<file path="src/hw/limit_sel_pkg.sv">
// Overview of operation
// - Clamp speed both ways to the maximum speed in every mode and source.
// - Preset speed limit acts only in torque mode; otherwise only the clamp.
// - Limit-action set to one enables the speed limit function.
// - Speed enable field set: limit always on, preset chosen by speed selects.
// - Speed enable field clear: limit on only while speed apply input is on.
// - The maximum speed clamp still holds while a preset speed limit acts.
// - Position or speed mode, torque enable set: limit always on, by torque selects.
// - Torque enable field clear: limit on only while torque apply input is on.
// - Torque mode keeps a torque limit while the motor is enabled.
// - Torque mode follows torque select changes at once, no trigger needed.
// - Torque selects: 00 analog, 01/10/11 presets 1 to 3; first input is MSB.
// - Position or speed mode, limit-action zero: torque limited by the analog maximum torque scale value.
package limit_sel_pkg;

  // ==========================================================================
  // Widths
  localparam int unsigned DATA_W = 16;
  localparam int unsigned LIM_W  = 15;
  localparam int unsigned DEC_W  = 8;

  // ==========================================================================
  // Register byte offsets
  localparam logic [7:0] OFS_CTRL    = 8'h00;
  localparam logic [7:0] OFS_MAX_SPD = 8'h04;
  localparam logic [7:0] OFS_PSPD1   = 8'h08;
  localparam logic [7:0] OFS_PSPD2   = 8'h0c;
  localparam logic [7:0] OFS_PSPD3   = 8'h10;
  localparam logic [7:0] OFS_PTRQ1   = 8'h14;
  localparam logic [7:0] OFS_PTRQ2   = 8'h18;
  localparam logic [7:0] OFS_PTRQ3   = 8'h1c;
  localparam logic [7:0] OFS_ATRQ    = 8'h20;
  localparam logic [7:0] OFS_STATUS  = 8'h24;
  localparam logic [7:0] OFS_APP_SPD = 8'h28;
  localparam logic [7:0] OFS_APP_TRQ = 8'h2c;

  // ==========================================================================
  // Reset values
  localparam logic [14:0] MAX_SPD_RST = 15'h7fff;
  localparam logic [14:0] PRESET_RST  = 15'h0000;
  localparam logic [14:0] ATRQ_RST    = 15'h0064;
  localparam logic [14:0] TORQUE_FULL = 15'h7fff;

  // ==========================================================================
  // Select codes
  localparam logic [1:0] SEL_ANALOG = 2'b00;
  localparam logic [1:0] SEL_P1     = 2'b01;
  localparam logic [1:0] SEL_P2     = 2'b10;
  localparam logic [1:0] SEL_P3     = 2'b11;

  // ==========================================================================
  // AHB constants
  localparam logic [1:0] HTRANS_NONSEQ = 2'b10;
  localparam int unsigned HTRANS_ACT_BIT = 1;

  // ==========================================================================
  // Types
  typedef enum logic [2:0] {
    MODE_PULSE_POSITION    = 3'b000,
    MODE_INTERNAL_POSITION = 3'b001,
    MODE_SPEED             = 3'b010,
    MODE_SPEED_ZERO        = 3'b011,
    MODE_TORQUE            = 3'b100,
    MODE_TORQUE_ZERO       = 3'b101
  } op_mode_t;

  typedef struct packed {
    logic     action;
    logic     torque_en;
    logic     speed_en;
    op_mode_t mode;
  } limit_cfg_t;

  typedef struct packed {
    logic torque_mode;
    logic speed_clamped;
    logic torque_active;
    logic speed_active;
  } limit_status_t;

  localparam int unsigned CFG_W  = $bits(limit_cfg_t);
  localparam int unsigned STAT_W = $bits(limit_status_t);
  localparam limit_cfg_t CTRL_RST = '{action: 1'b0, torque_en: 1'b0, speed_en: 1'b0,
                                      mode: MODE_PULSE_POSITION};

endpackage

</file>
<file path="src/hw/speed_torque_limit_sel.sv">
// The AHB-Lite slave port and the register addresses were left to the implementer.
`timescale 1ns/1ps
module speed_torque_limit_sel (
  input  logic                                      hclk,
  input  logic                                      hresetn,
  input  logic                                      hsel,
  input  logic [31:0]                               haddr,
  input  logic [1:0]                                htrans,
  input  logic                                      hwrite,
  input  logic [2:0]                                hsize,
  input  logic [31:0]                               hwdata,
  input  logic                                      hready,
  output logic                                      hreadyout,
  output logic                                      hresp,
  output logic [31:0]                               hrdata,
  input  logic                                      speed_select_in0,
  input  logic                                      speed_select_in1,
  input  logic                                      torque_select_in0,
  input  logic                                      torque_select_in1,
  input  logic                                      speed_limit_apply_in,
  input  logic                                      torque_limit_apply_in,
  input  logic                                      motor_enable_in,
  input  logic signed [limit_sel_pkg::DATA_W-1:0]   speed_cmd_in,
  input  logic        [limit_sel_pkg::LIM_W-1:0]    analog_speed_limit_in,
  input  logic        [limit_sel_pkg::LIM_W-1:0]    analog_torque_limit_in,
  output logic signed [limit_sel_pkg::DATA_W-1:0]   speed_cmd_out,
  output logic        [limit_sel_pkg::LIM_W-1:0]    torque_limit_out,
  output logic                                      speed_limit_active,
  output logic                                      torque_limit_active
);

  localparam int unsigned LW = limit_sel_pkg::LIM_W;
  localparam int unsigned DW = limit_sel_pkg::DATA_W;

  // ==========================================================================
  // Preset selection
  function automatic logic [LW-1:0] pick_limit(input logic [1:0]    sel,
                                                input logic [LW-1:0] analog,
                                                input logic [LW-1:0] p1,
                                                input logic [LW-1:0] p2,
                                                input logic [LW-1:0] p3);
    logic [LW-1:0] r;
    r = analog;
    case (sel)
      limit_sel_pkg::SEL_P1: r = p1;
      limit_sel_pkg::SEL_P2: r = p2;
      limit_sel_pkg::SEL_P3: r = p3;
      default:               r = analog;
    endcase
    return r;
  endfunction

  // ==========================================================================
  // Register state
  limit_sel_pkg::limit_cfg_t    cfg_q;
  logic [LW-1:0]                max_speed_q;
  logic [LW-1:0]                pspd_q [1:3];
  logic [LW-1:0]                ptrq_q [1:3];
  logic [LW-1:0]                atrq_scale_q;
  logic [LW-1:0]                app_spd_q;
  logic [LW-1:0]                app_trq_q;
  limit_sel_pkg::limit_status_t status_q;
  logic signed [DW-1:0]         speed_out_q;
  logic                         wr_pend_q;
  logic [7:0]                   wr_addr_q;
  logic [31:0]                  hrdata_q;
  logic                         hreadyout_q;
  logic                         hresp_q;

  logic                         addr_ok;
  logic [1:0]                   spd_sel;
  logic [1:0]                   trq_sel;
  logic                         is_torque;
  logic                         spd_on;
  logic [LW-1:0]                spd_pick;
  logic [LW-1:0]                spd_mag;
  logic signed [DW:0]           cmd_ext;
  logic signed [DW:0]           lim_ext;
  logic signed [DW-1:0]         speed_d;
  logic                         clamped_d;
  logic                         trq_on;
  logic [LW-1:0]                trq_pick;
  logic [LW-1:0]                trq_val;
  logic [31:0]                  rd_word;

  // ==========================================================================
  // Bus slave
  // Every transfer finishes with no wait state, so the response is always OKAY.
  assign addr_ok = hsel && hready && htrans[limit_sel_pkg::HTRANS_ACT_BIT];

  always_ff @(posedge hclk or negedge hresetn) begin
    if (!hresetn) begin
      wr_pend_q <= 1'b0;
      wr_addr_q <= 8'h00;
    end else begin
      wr_pend_q <= addr_ok && hwrite;
      wr_addr_q <= haddr[limit_sel_pkg::DEC_W-1:0];
    end
  end

  always_ff @(posedge hclk or negedge hresetn) begin
    if (!hresetn) begin
      cfg_q        <= limit_sel_pkg::CTRL_RST;
      max_speed_q  <= limit_sel_pkg::MAX_SPD_RST;
      atrq_scale_q <= limit_sel_pkg::ATRQ_RST;
      for (int i = 1; i <= 3; i++) begin
        pspd_q[i] <= limit_sel_pkg::PRESET_RST;
        ptrq_q[i] <= limit_sel_pkg::PRESET_RST;
      end
    end else if (wr_pend_q) begin
      case (wr_addr_q)
        limit_sel_pkg::OFS_CTRL:    cfg_q        <= limit_sel_pkg::limit_cfg_t'(
                                                      hwdata[limit_sel_pkg::CFG_W-1:0]);
        limit_sel_pkg::OFS_MAX_SPD: max_speed_q  <= hwdata[LW-1:0];
        limit_sel_pkg::OFS_PSPD1:   pspd_q[1]    <= hwdata[LW-1:0];
        limit_sel_pkg::OFS_PSPD2:   pspd_q[2]    <= hwdata[LW-1:0];
        limit_sel_pkg::OFS_PSPD3:   pspd_q[3]    <= hwdata[LW-1:0];
        limit_sel_pkg::OFS_PTRQ1:   ptrq_q[1]    <= hwdata[LW-1:0];
        limit_sel_pkg::OFS_PTRQ2:   ptrq_q[2]    <= hwdata[LW-1:0];
        limit_sel_pkg::OFS_PTRQ3:   ptrq_q[3]    <= hwdata[LW-1:0];
        limit_sel_pkg::OFS_ATRQ:    atrq_scale_q <= hwdata[LW-1:0];
        default: ;
      endcase
    end
  end

  always_comb begin
    rd_word = 32'h0000_0000;
    case (haddr[limit_sel_pkg::DEC_W-1:0])
      limit_sel_pkg::OFS_CTRL:    rd_word[limit_sel_pkg::CFG_W-1:0] = cfg_q;
      limit_sel_pkg::OFS_MAX_SPD: rd_word[LW-1:0] = max_speed_q;
      limit_sel_pkg::OFS_PSPD1:   rd_word[LW-1:0] = pspd_q[1];
      limit_sel_pkg::OFS_PSPD2:   rd_word[LW-1:0] = pspd_q[2];
      limit_sel_pkg::OFS_PSPD3:   rd_word[LW-1:0] = pspd_q[3];
      limit_sel_pkg::OFS_PTRQ1:   rd_word[LW-1:0] = ptrq_q[1];
      limit_sel_pkg::OFS_PTRQ2:   rd_word[LW-1:0] = ptrq_q[2];
      limit_sel_pkg::OFS_PTRQ3:   rd_word[LW-1:0] = ptrq_q[3];
      limit_sel_pkg::OFS_ATRQ:    rd_word[LW-1:0] = atrq_scale_q;
      limit_sel_pkg::OFS_STATUS:  rd_word[limit_sel_pkg::STAT_W-1:0] = status_q;
      limit_sel_pkg::OFS_APP_SPD: rd_word[LW-1:0] = app_spd_q;
      limit_sel_pkg::OFS_APP_TRQ: rd_word[LW-1:0] = app_trq_q;
      default:                    rd_word = 32'h0000_0000;
    endcase
  end

  // Read data is sampled in the address phase; upper address bits are not decoded.
  always_ff @(posedge hclk or negedge hresetn) begin
    if (!hresetn) begin
      hrdata_q    <= 32'h0000_0000;
      hreadyout_q <= 1'b1;
      hresp_q     <= 1'b0;
    end else begin
      hrdata_q    <= (addr_ok && !hwrite) ? rd_word : 32'h0000_0000;
      hreadyout_q <= 1'b1;
      hresp_q     <= 1'b0;
    end
  end

  assign hrdata    = hrdata_q;
  assign hreadyout = hreadyout_q;
  assign hresp     = hresp_q;

  // ==========================================================================
  // Speed limit selection
  assign spd_sel   = {speed_select_in0, speed_select_in1};
  assign trq_sel   = {torque_select_in0, torque_select_in1};
  assign is_torque = (cfg_q.mode == limit_sel_pkg::MODE_TORQUE) ||
                     (cfg_q.mode == limit_sel_pkg::MODE_TORQUE_ZERO);

  always_comb begin
    spd_on   = is_torque && cfg_q.action &&
               (cfg_q.speed_en || speed_limit_apply_in);
    spd_pick = pick_limit(spd_sel, analog_speed_limit_in,
                          pspd_q[1], pspd_q[2], pspd_q[3]);
    spd_mag  = (spd_on && (spd_pick < max_speed_q)) ? spd_pick : max_speed_q;
    cmd_ext  = {speed_cmd_in[DW-1], speed_cmd_in};
    lim_ext  = {2'b00, spd_mag};
    // Clamping after the profile keeps the limit independent of command source.
    if (cmd_ext > lim_ext) begin
      speed_d   = {1'b0, spd_mag};
      clamped_d = 1'b1;
    end else if (cmd_ext < -lim_ext) begin
      speed_d   = DW'(-lim_ext);
      clamped_d = 1'b1;
    end else begin
      speed_d   = speed_cmd_in;
      clamped_d = 1'b0;
    end
  end

  // ==========================================================================
  // Torque limit selection
  always_comb begin
    trq_pick = pick_limit(trq_sel, analog_torque_limit_in,
                          ptrq_q[1], ptrq_q[2], ptrq_q[3]);
    if (is_torque) begin
      trq_on  = motor_enable_in;
      trq_val = trq_pick;
    end else if (!cfg_q.action) begin
      trq_on  = 1'b1;
      trq_val = atrq_scale_q;
    end else begin
      trq_on  = cfg_q.torque_en || torque_limit_apply_in;
      trq_val = trq_pick;
    end
  end

  always_ff @(posedge hclk or negedge hresetn) begin
    if (!hresetn) begin
      speed_out_q <= '0;
      app_spd_q   <= limit_sel_pkg::MAX_SPD_RST;
      app_trq_q   <= limit_sel_pkg::TORQUE_FULL;
      status_q    <= '0;
    end else begin
      speed_out_q <= speed_d;
      app_spd_q   <= spd_mag;
      app_trq_q   <= trq_on ? trq_val : limit_sel_pkg::TORQUE_FULL;
      status_q    <= '{torque_mode: is_torque, speed_clamped: clamped_d,
                       torque_active: trq_on, speed_active: spd_on};
    end
  end

  assign speed_cmd_out       = speed_out_q;
  assign torque_limit_out    = app_trq_q;
  assign speed_limit_active  = status_q.speed_active;
  assign torque_limit_active = status_q.torque_active;
endmodule

</file>
<file path="config.mk">
export PLATFORM = sky130hd
export DESIGN_NAME = speed_torque_limit_sel
export DESIGN_NICKNAME = d
export VERILOG_FILES = /design/src/hw/limit_sel_pkg.sv /design/src/hw/speed_torque_limit_sel.sv
export SDC_FILE = /design/constraint.sdc
export NUM_CORES = 1
export LEC_CHECK = 0
export BUFFER_PORTS_ARGS = -buffer_cell sky130_fd_sc_hd__buf_4
export CAP_MARGIN = 20
export CELL_PAD_IN_SITES_DETAIL_PLACEMENT = 1
export CELL_PAD_IN_SITES_GLOBAL_PLACEMENT = 2
export CORE_MARGIN = 4
export CORE_UTILIZATION = 30
export CTS_BUF_LIST = sky130_fd_sc_hd__clkbuf_4 sky130_fd_sc_hd__clkbuf_8
export DETAILED_ROUTE_END_ITERATION = 16
export GPL_ROUTABILITY_DRIVEN = 0
export GPL_TIMING_DRIVEN = 1
export PLACE_DENSITY = 0.66
export SLEW_MARGIN = 20
export SYNTH_ARGS = -nofsm -noshare
export SYNTH_HDL_FRONTEND = slang
export SYNTH_SLANG_ARGS = --single-unit
</file>
<file path="constraint.sdc">
create_clock -name hclk -period 6.9 [get_ports hclk]
set_input_delay 0.345 -clock hclk [delete_from_list [all_inputs] [get_ports hclk]]
set_output_delay 0.345 -clock hclk [all_outputs]
set_load 0.01 [all_outputs]
</file>
==> impl_metrics.toml, run 1 <==
[setup_path]
crit_slowest_cell = "mux4_2"
cp-end-kind = "flop"
critical_path.top_delay_family = "compound AO/OA/AOI/OAI gates"
critPathLaunch = "pspd_q[4]"
crit_cells = 22
cp.required_ns = 7.22
worstPathCellList = "mux4_2 > ha_1 > and4_1 > a21oi_1 > nand3_1 > a211o_1 > mux2i_1 > ha_1 > nand3_1 > or2_2 > xnor2_1 > ha_1 > nor2b_1 > o21ai_0 > nand2b_1 > a221o_1 > a2111oi_0 > nor4_1 > o21ai_2 > buf_4 > mux2i_1 > a22oi_1"
crit_path_max_incr_delay_ns = 0.56
reg2regPathDepth = 22
crit_top_cell = "ha_1"
setup.worst_path.end = "speed_cmd_out[2]"
reg2reg_to = "speed_cmd_out[2]"
crit_arrival_ns = 6.49
path_class = "reg -> reg"
start_kind = "flop"
critPathMaxFanout = 11
rrSetupSlack_ns = 0.73
worst-path-buf-inv = 1
worstReg2RegStart = "pspd_q[4]"

[detailed_routing]
drt_iter0_drc = 417
wl_per_cell_microns = 25.3
first_pass_iters = 5
routed_wl_microns = 38600
antenna_left = 0
viasPerCell = 5.49
post-route-drc-count = 0
dr_total_vias = 8372

[global_route]
grt_pass1_wl_microns = 57900
first_global_vias = 8944
grt_usage = 0.198
antenna_found_initial = 0
globalRoute.totalOverflow = 0
grt_start_max_net_pins = 82

[sta]
tightestPinTransition_ns = 1.18
fmax_ghz = 0.162
rsz0062_at_grt = "false"
setup_viol = 0
fin_crit_sh = 0.894
slew_violations = 0
fin_setup_tns_ns = 0
layout_min_cycle_time_ns = 6.17
fin_worst_skew_ns = 0.0240
slew_headroom = 0.215
final_hold_viol_count = 0

[cts]
cts_tree = "built"
cts_buffer_depth = 2
cts-root-buf = "clkbuf_8"
cts.sinks = 200
h-tree-depth = 4
cts_made_buffers = 17
clkLatencyLatePin_ns = 0.50
clk_pin_slew_ns = 0.11
ctsResizeCount = 0

[logic_synthesis]
synth_area_sq_um = 10800
postSynthAreaPerCell_sq_um = 11.8
ys_seq_area_frac = 0.469
synthTopCellsByArea = "dfrtp_1 35%, mux2_2 12%, dfstp_2 12%"
netlist.area_leader.share = 0.352
yosys_warnings = 0
synth_cell_types = 59
ys.flop_type = "dfrtp_1"
async_flop_share = 1.00
synth_edf_count = 0
ys_ff_latch = 200
synth_cells = 916
synth_top_cell_by_area = "dfrtp_1"

[placed_design]
dp_hpwl_microns = 27200
port_buffers = 129
placed_cells = 1484
post_dp_cell_area_sq_um = 12300

[floorplan]
die_x_microns = 198
io-pin-count = 194
die-area_sq_um = 39100
die_h_microns = 198
core-area_sq_um = 35600
start_util = 0.304
rows = 69

[layout]
fill_cells = 3942
final_util = 0.358
drive_above_1_share = 0.381
multi_input_area_sq_um = 5350
layout_commonest_cell = "dfrtp_1"
design_area_sq_um = 12700
area_growth_pct = 18.0
stdcell_count = 1525
nets = 1222
diodes = 0
regArea_sq_um = 5060
layout_common_cells = "152 x dfrtp_1, 149 x buf_4, 118 x mux2_2"

[min_path]
hold_start = "hwrite"
hold_path.class = "in -> reg"

[power_and_ir_drop]
totalPowerFinal_mw = 2.30
p_leak_nw = 5.70
vdd_drop_max_mv = 0.127
p_per_area_nw_per_um2 = 180

[run]
cap_violations = 0

[outcome]
status = "finished clean"
## metal layers
| layer | GRT usage | vias to the layer above | share of wire |
|---|---|---|---|
| li1 | - | 3670 | - |
| met1 | 0.265 | 4453 | 0.45 |
| met2 | 0.334 | 213 | 0.49 |
| met3 | 0.0339 | 36 | 0.041 |
| met4 | 0.0538 | 0 | 0.020 |
| met5 | 0 | - | 0 |
## worst min path at each step
stage                 endpoint  slack [ns]  cells past startpoint
4_1_cts              wr_pend_q        0.04                      3
3_5_place_dp      wr_addr_q[6]        0.43                      1
6_report             wr_pend_q        0.07                      3
3_3_place_gp      wr_addr_q[1]        0.43                      1
5_1_grt              wr_pend_q        0.03                      3
2_1_floorplan  atrq_scale_q[0]        0.05                      0
## repair_timing
action,4_1_cts,5_1_grt
endpoints found under the hold margin,60,0
setup buffers,0,0
endpoints found under the setup margin,0,0
hold buffers,9,0
## cell families (layout without fill, tap and decap cells)
group	Yosys count	after routing	share of synthesized area
AND/OR/NAND/NOR	202	202	0.0880
flip-flops	200	200	0.469
AO/OA/AOI/OAI	183	183	0.123
multiplexers	175	175	0.213
buffers and inverters	97	228	0.0448
adder cells (fa/ha/maj)	44	44	0.0510
XOR/XNOR	13	13	0.0105
other	2	19	0.000695
## report_power, final
group	switching, mW	internal (mW)	total (mW)
Sequential	0.0311	1.22	1.25
Clock	0.454	0.318	0.772
Combinational	0.147	0.125	0.272
## area by class of cell
cell class              count  area share
clock buffers              21      0.0217
inverters                  37      0.0109
well taps                 461      0.0453
clock inverters            11     0.00864
multi-input cells         636       0.420
flip-flops and latches    200       0.398
repair buffers            159      0.0959
## sequential cells by signal, indices dropped and copies added, names as in the netlist, 8 cells and up
register	cells
torque_limit_out	15
atrq_scale_q	15
hrdata	15
ptrq_q	45
pspd_q	45
app_spd_q	15
speed_cmd_out	16
wr_addr_q	8
max_speed_q	15
## through the flow
stage	hold slack, ns	setup slack [ns]
after floorplan	0.0494	0.357
after global placement	0.435	0.504
after detailed placement	0.429	0.434
after CTS	0.0361	0.789
after global routing	0.0327	0.281
final	0.0736	0.734
## synth_stat cells, drive strengths merged, types with 29 or more instances
library cell  instances
dfrtp               152
mux2                119
nand2                75
dfstp                48
ha                   44
nor2                 38
inv                  37
o21ai                35
a22oi                32
clkbuf               31
mux4                 30
nand3                30
buf                  29
## worst reg2reg max path: cells and delay by family, from the launching register on
kind	cells	cell delay (ns)
buf+inv	1	0.26
fa+ha+maj	3	0.91
simple gates	7	1.21
flops	1	0.41
compound gates	7	1.86
mux	3	1.19
xor+xnor	1	0.14
(Power assumes the default switching activity.)
==> inputs of run 2 (changes only) <==
- clock period: 6.9 -> 6 ns (I/O delays scaled with it)
==> run 2 against run 1 <==
  * Clock-buffer cell count down 4
  * Sequential power up 15%
  * First-iteration DRC count grew 35%
  * Clock power rose by 23%
  * Non-clock buffer count up 42
  * Largest power group unchanged
==> impl_metrics.toml, run 2 (synthesis results as in run 1) <==
[outcome]
status = "finished clean"

[sta]
final_hold_viol_count = 0
tightestPinTransition_ns = 1.09
layout_min_cycle_time_ns = 5.66
fin_crit_sh = 0.944
fin_setup_tns_ns = 0
setup_viol = 0
slew_headroom = 0.275
worst_slack_ns = 0.336
fin_worst_skew_ns = 0.0206
slew_violations = 0
fmax_ghz = 0.177

[floorplan]
die-area_sq_um = 39100
core-area_sq_um = 35600
rows = 69
die_x_microns = 198
io-pin-count = 194
die_h_microns = 198
start_util = 0.304

[layout]
layout_commonest_cell = "buf_4"
layout_common_cells = "184 x buf_4, 152 x dfrtp_1, 118 x mux2_2"
nets = 1264
multi_input_area_sq_um = 5390
final_util = 0.371
fill_cells = 3943
regArea_sq_um = 5060
drive_above_1_share = 0.411
area_growth_pct = 22.3
diodes = 0

[placed_design]
port_buffers = 129
place_ws_ns = -0.0379
dp_hpwl_microns = 27800

[min_path]
hold_path.class = "in -> reg"

[global_route]
grt_pass1_wl_microns = 57600
first_global_vias = 9037
grt_usage = 0.197
antenna_found_initial = 0
grt_start_max_net_pins = 78
globalRoute.totalOverflow = 0

[detailed_routing]
post-route-drc-count = 0
wl_per_cell_microns = 24.7
routed_wl_microns = 38700
dr_total_vias = 8431
wl_met1_microns = 17300
drt_iter0_drc = 561
topRoutingLayerUsed = "met4"
dr_wl_met2_microns = 18900
viasPerCell = 5.38
first_pass_iters = 5
route.met3.wl_microns = 1520
antenna_left = 0

[power_and_ir_drop]
clock_power_share = 0.348
seqPwrFrac = 0.529
vdd_drop_max_mv = 0.131
swShare = 0.283
p_leak_nw = 5.95
power_switching_uw = 771
p_per_area_nw_per_um2 = 206
internal_power_mw = 1.95
p_comb_frac = 0.123

[setup_path]
worstPathCellList = "mux4_2 > ha_1 > and4_1 > a21oi_1 > nand3_1 > a211o_1 > mux2_2 > inv_1 > ha_2 > nand3_1 > or2_2 > xnor2_1 > ha_1 > nor2b_1 > o21ai_0 > nand2b_1 > a221o_1 > a2111oi_2 > nor4_2 > o21a_1 > buf_4 > or3_1 > nand4_1"
start_kind = "flop"
path_class = "reg -> reg"
crit_arrival_ns = 6.09
cp.required_ns = 6.43
cp-end-kind = "flop"
crit_slowest_cell = "mux4_2"
critPathMaxFanout = 5
crit_path_max_incr_delay_ns = 0.54

[cts]
clkLatencyLatePin_ns = 0.49
h-tree-depth = 4
cts-root-buf = "clkbuf_8"
cts_buffer_depth = 2
cts_tree = "built"
clk_pin_slew_ns = 0.11
cts.sinks = 200
cts_made_buffers = 17

[run]
cap_violations = 0
[run 2: final timing paths]
check / from / to / slack [ns] / depth (start not counted)
setup / recovery: pspd_q[4] / speed_cmd_out[14] / 0.34 / 23
hold / removal: hwrite / wr_pend_q / 0.04 / 3
setup reg to reg: pspd_q[4] / speed_cmd_out[14] / 0.34 / 23
hold reg to reg: atrq_scale_q[5] / torque_limit_out[5] / 0.51 / 2
max in group asynchronous: hresetn / speed_cmd_out[9] / 4.43 / 3
min in group asynchronous: hresetn / wr_addr_q[0] / 0.34 / 2
[run 2: routing by layer]
layer | up-vias | track usage
met5 | - | 0
met3 | 45 | 0.0328
met2 | 200 | 0.327
met4 | 0 | 0.0599
li1 | 3770 | -
met1 | 4416 | 0.267
[run 2: final cells by class]
class / instances / area share
Multi-Input combinational cell: 636 / 0.408
Clock buffer: 17 / 0.0177
Sequential cell: 200 / 0.383
Tap cell: 461 / 0.0437
Clock inverter: 15 / 0.0140
Inverter: 37 / 0.0105
Timing Repair Buffer: 201 / 0.123
[run 2: metrics by stage]
stage | power (mW) | hold WS (ns) | std cells | area, sq um
floorplan | 1.61 | 0.00441 | 933 | 10900
global placement | 1.79 | 0.327 | 1523 | 12600
detailed placement | 1.79 | 0.333 | 1523 | 12600
CTS | 2.75 | 0.00625 | 1564 | 13100
global route | 2.84 | 0.0110 | 1567 | 13200
finish | 2.72 | 0.0376 | 1567 | 13200
[run 2: power by group through the flow]
| stage | logic (mW) | registers, mW | clock network, mW |
|---|---|---|---|
| floorplan | 0.156 | 1.46 | 0 |
| finish | 0.334 | 1.44 | 0.948 |
| global placement | 0.324 | 1.46 | 0 |
| global route | 0.368 | 1.45 | 1.03 |
| CTS | 0.336 | 1.44 | 0.973 |
| detailed placement | 0.330 | 1.46 | 0 |
[run 2: critical path: cells and delay by family (launching register included)]
family,cells,cell delay [ns]
AOI/OAI and AO/OA,6,1.69
muxes,2,0.85
buffers and inverters,2,0.24
DFF,1,0.42
xor gates and xnor gates,1,0.13
and+or+nand+nor,9,1.48
adders and majority gates,3,0.78
[run 2: timing repair]
item,4_1_cts,5_1_grt
resized for setup,0,6
hold endpoints to repair,55,0
endpoints found under the setup margin,0,17
hold buffers,9,0
buffers inserted,0,0
==> inputs of run 3 (changes only) <==
- CORE_UTILIZATION: 30 -> 38
- PLACE_DENSITY: 0.66 -> 0.81
==> run 3 against run 2 <==
  * Maximum frequency decreased by 0.58%
  * Clock skew grew 0.0054 ns
  * Total power down 0.79%
  * Sequential share of layout area up 1.1 points
  * Critical path depth unchanged
==> impl_metrics.toml, run 3 (synthesis results as in run 1) <==
[sta]
layout_min_cycle_time_ns = 5.70
rsz0062_at_grt = "false"
fmax_ghz = 0.176
slew_violations = 0
slew_headroom = 0.284
setup_viol = 0
fin_worst_skew_ns = 0.0260
final_hold_viol_count = 0
fin_hold_ws_ns = 0.0346
tightestPinTransition_ns = 1.07
fin_crit_sh = 0.949

[floorplan]
die-area_sq_um = 31200
core-area_sq_um = 27900
die_h_microns = 177
die_x_microns = 177
io-pin-count = 194
rows = 61
start_util = 0.387

[placed_design]
port_buffers = 129
dp_hpwl_microns = 25200
post_dp_cell_area_sq_um = 12300

[min_path]
whs_endpoint = "wr_pend_q"
hold_depth = 3
hold_start = "hwrite"
hold_path.class = "in -> reg"

[outcome]
status = "finished clean"

[cts]
cts.sinks = 200
clkLatencyLatePin_ns = 0.48
h-tree-depth = 4
cts_made_buffers = 17
clk_pin_slew_ns = 0.13
cts-root-buf = "clkbuf_8"
cts_buffer_depth = 2
cts_tree = "built"

[setup_path]
worstPathCellList = "mux4_2 > ha_1 > and4_1 > a21oi_1 > nand3_1 > a211o_4 > mux2_2 > inv_1 > ha_2 > nand3_1 > or2_2 > xnor2_2 > ha_1 > nor2b_1 > o21ai_0 > nand2b_1 > a221o_1 > a2111oi_2 > nor4_1 > o21ai_2 > buf_12 > mux2i_1 > a22oi_1"
start_kind = "flop"
cp-end-kind = "flop"
cp.required_ns = 6.33
crit_path_max_incr_delay_ns = 0.55
crit_slowest_cell = "mux4_2"
worstReg2RegStart = "pspd_q[6]"
rrSetupSlack_ns = 0.30
reg2reg_to = "speed_cmd_out[4]"
crit_arrival_ns = 6.03
critical_path.top_delay_family = "compound AO/OA/AOI/OAI gates"
worst-path-buf-inv = 2
critPathMaxFanout = 13
reg2regPathDepth = 23
path_class = "reg -> reg"

[global_route]
grt_usage = 0.228
globalRoute.totalOverflow = 0
grt_start_max_net_pins = 84
antenna_found_initial = 1
grt_pass1_wl_microns = 54000
first_global_vias = 8820

[layout]
design_area_sq_um = 12800
nets = 1236
drive_above_1_share = 0.394
area_growth_pct = 18.9
layout_commonest_cell = "buf_4"
layout_common_cells = "161 x buf_4, 152 x dfrtp_1, 118 x mux2_2"

[detailed_routing]
drt_iter0_drc = 593
antenna_left = 0
wl_per_cell_microns = 24.5
post-route-drc-count = 0
routed_wl_microns = 35700
viasPerCell = 5.75
dr_total_vias = 8378
first_pass_iters = 5

[power_and_ir_drop]
vdd_drop_max_mv = 0.141
p_leak_nw = 5.81
p_per_area_nw_per_um2 = 210

[run]
cap_violations = 0
-- run 3: worst max-delay path by stage --
stage / from / to / slack (ns) / depth (start not counted)
2_1_floorplan: speed_select_in0 / speed_cmd_out[11] / 0.002 / 29
3_3_place_gp: speed_select_in0 / speed_cmd_out[4] / 0.15 / 24
3_5_place_dp: speed_select_in0 / speed_cmd_out[4] / -0.04 / 24
4_1_cts: pspd_q[6] / speed_cmd_out[4] / 0.15 / 23
5_1_grt: pspd_q[6] / speed_cmd_out[8] / 0.01 / 23
6_report: pspd_q[6] / speed_cmd_out[4] / 0.30 / 23
-- run 3: what timing repair did --
item                                    in CTS  in global routing
buffers inserted                             0                  2
endpoints found under the setup margin       0                 13
hold endpoints to repair                    66                  0
gates resized for setup                      0                  5
hold buffers                                 9                  0
-- run 3: power by group --
part | switching, mW | total, mW | internal (mW)
sequential | 0.0373 | 1.44 | 1.40
clock | 0.546 | 0.944 | 0.397
combinational | 0.167 | 0.317 | 0.150
-- run 3: metal layers --
layer,GRT usage,share of wire
met1,0.318,0.45
met2,0.369,0.47
met3,0.0435,0.060
met4,0.0587,0.017
met5,0,0
-- run 3: final cells by class --
type	instances	area (sq um)
tap	378	473
inverter	37	139
timing repair buffer	173	1350
multi-input combinational	636	5380
clock inverter	14	184
sequential	200	5060
fill	3033	15100
clock buffer	18	241
antenna	1	2.50
-- run 3: worst reg2reg max path, delay by kind of cell, from the launching register on --
family / cells / cell delay, ns
AO/OA/AOI/OAI: 7 / 1.78
flip-flops: 1 / 0.41
buffers and inverters: 2 / 0.26
AND/OR/NAND/NOR: 7 / 1.14
multiplexers: 3 / 1.06
XOR/XNOR: 1 / 0.15
adder cells (fa/ha/maj): 3 / 0.79
-- run 3: metrics by stage --
step | cells | utilization | power, mW | setup WS (ns) | setup TNS, ns
global placement | 1413 | 0.439 | 1.77 | 0.152 | 0
floorplan | 933 | - | 1.61 | 0.00191 | 0
CTS | 1454 | 0.458 | 2.72 | 0.153 | 0
detailed placement | 1413 | 0.439 | 1.78 | -0.0360 | -0.0746
finish | 1457 | 0.460 | 2.70 | 0.303 | 0
global route | 1457 | 0.460 | 2.81 | 0.0131 | 0
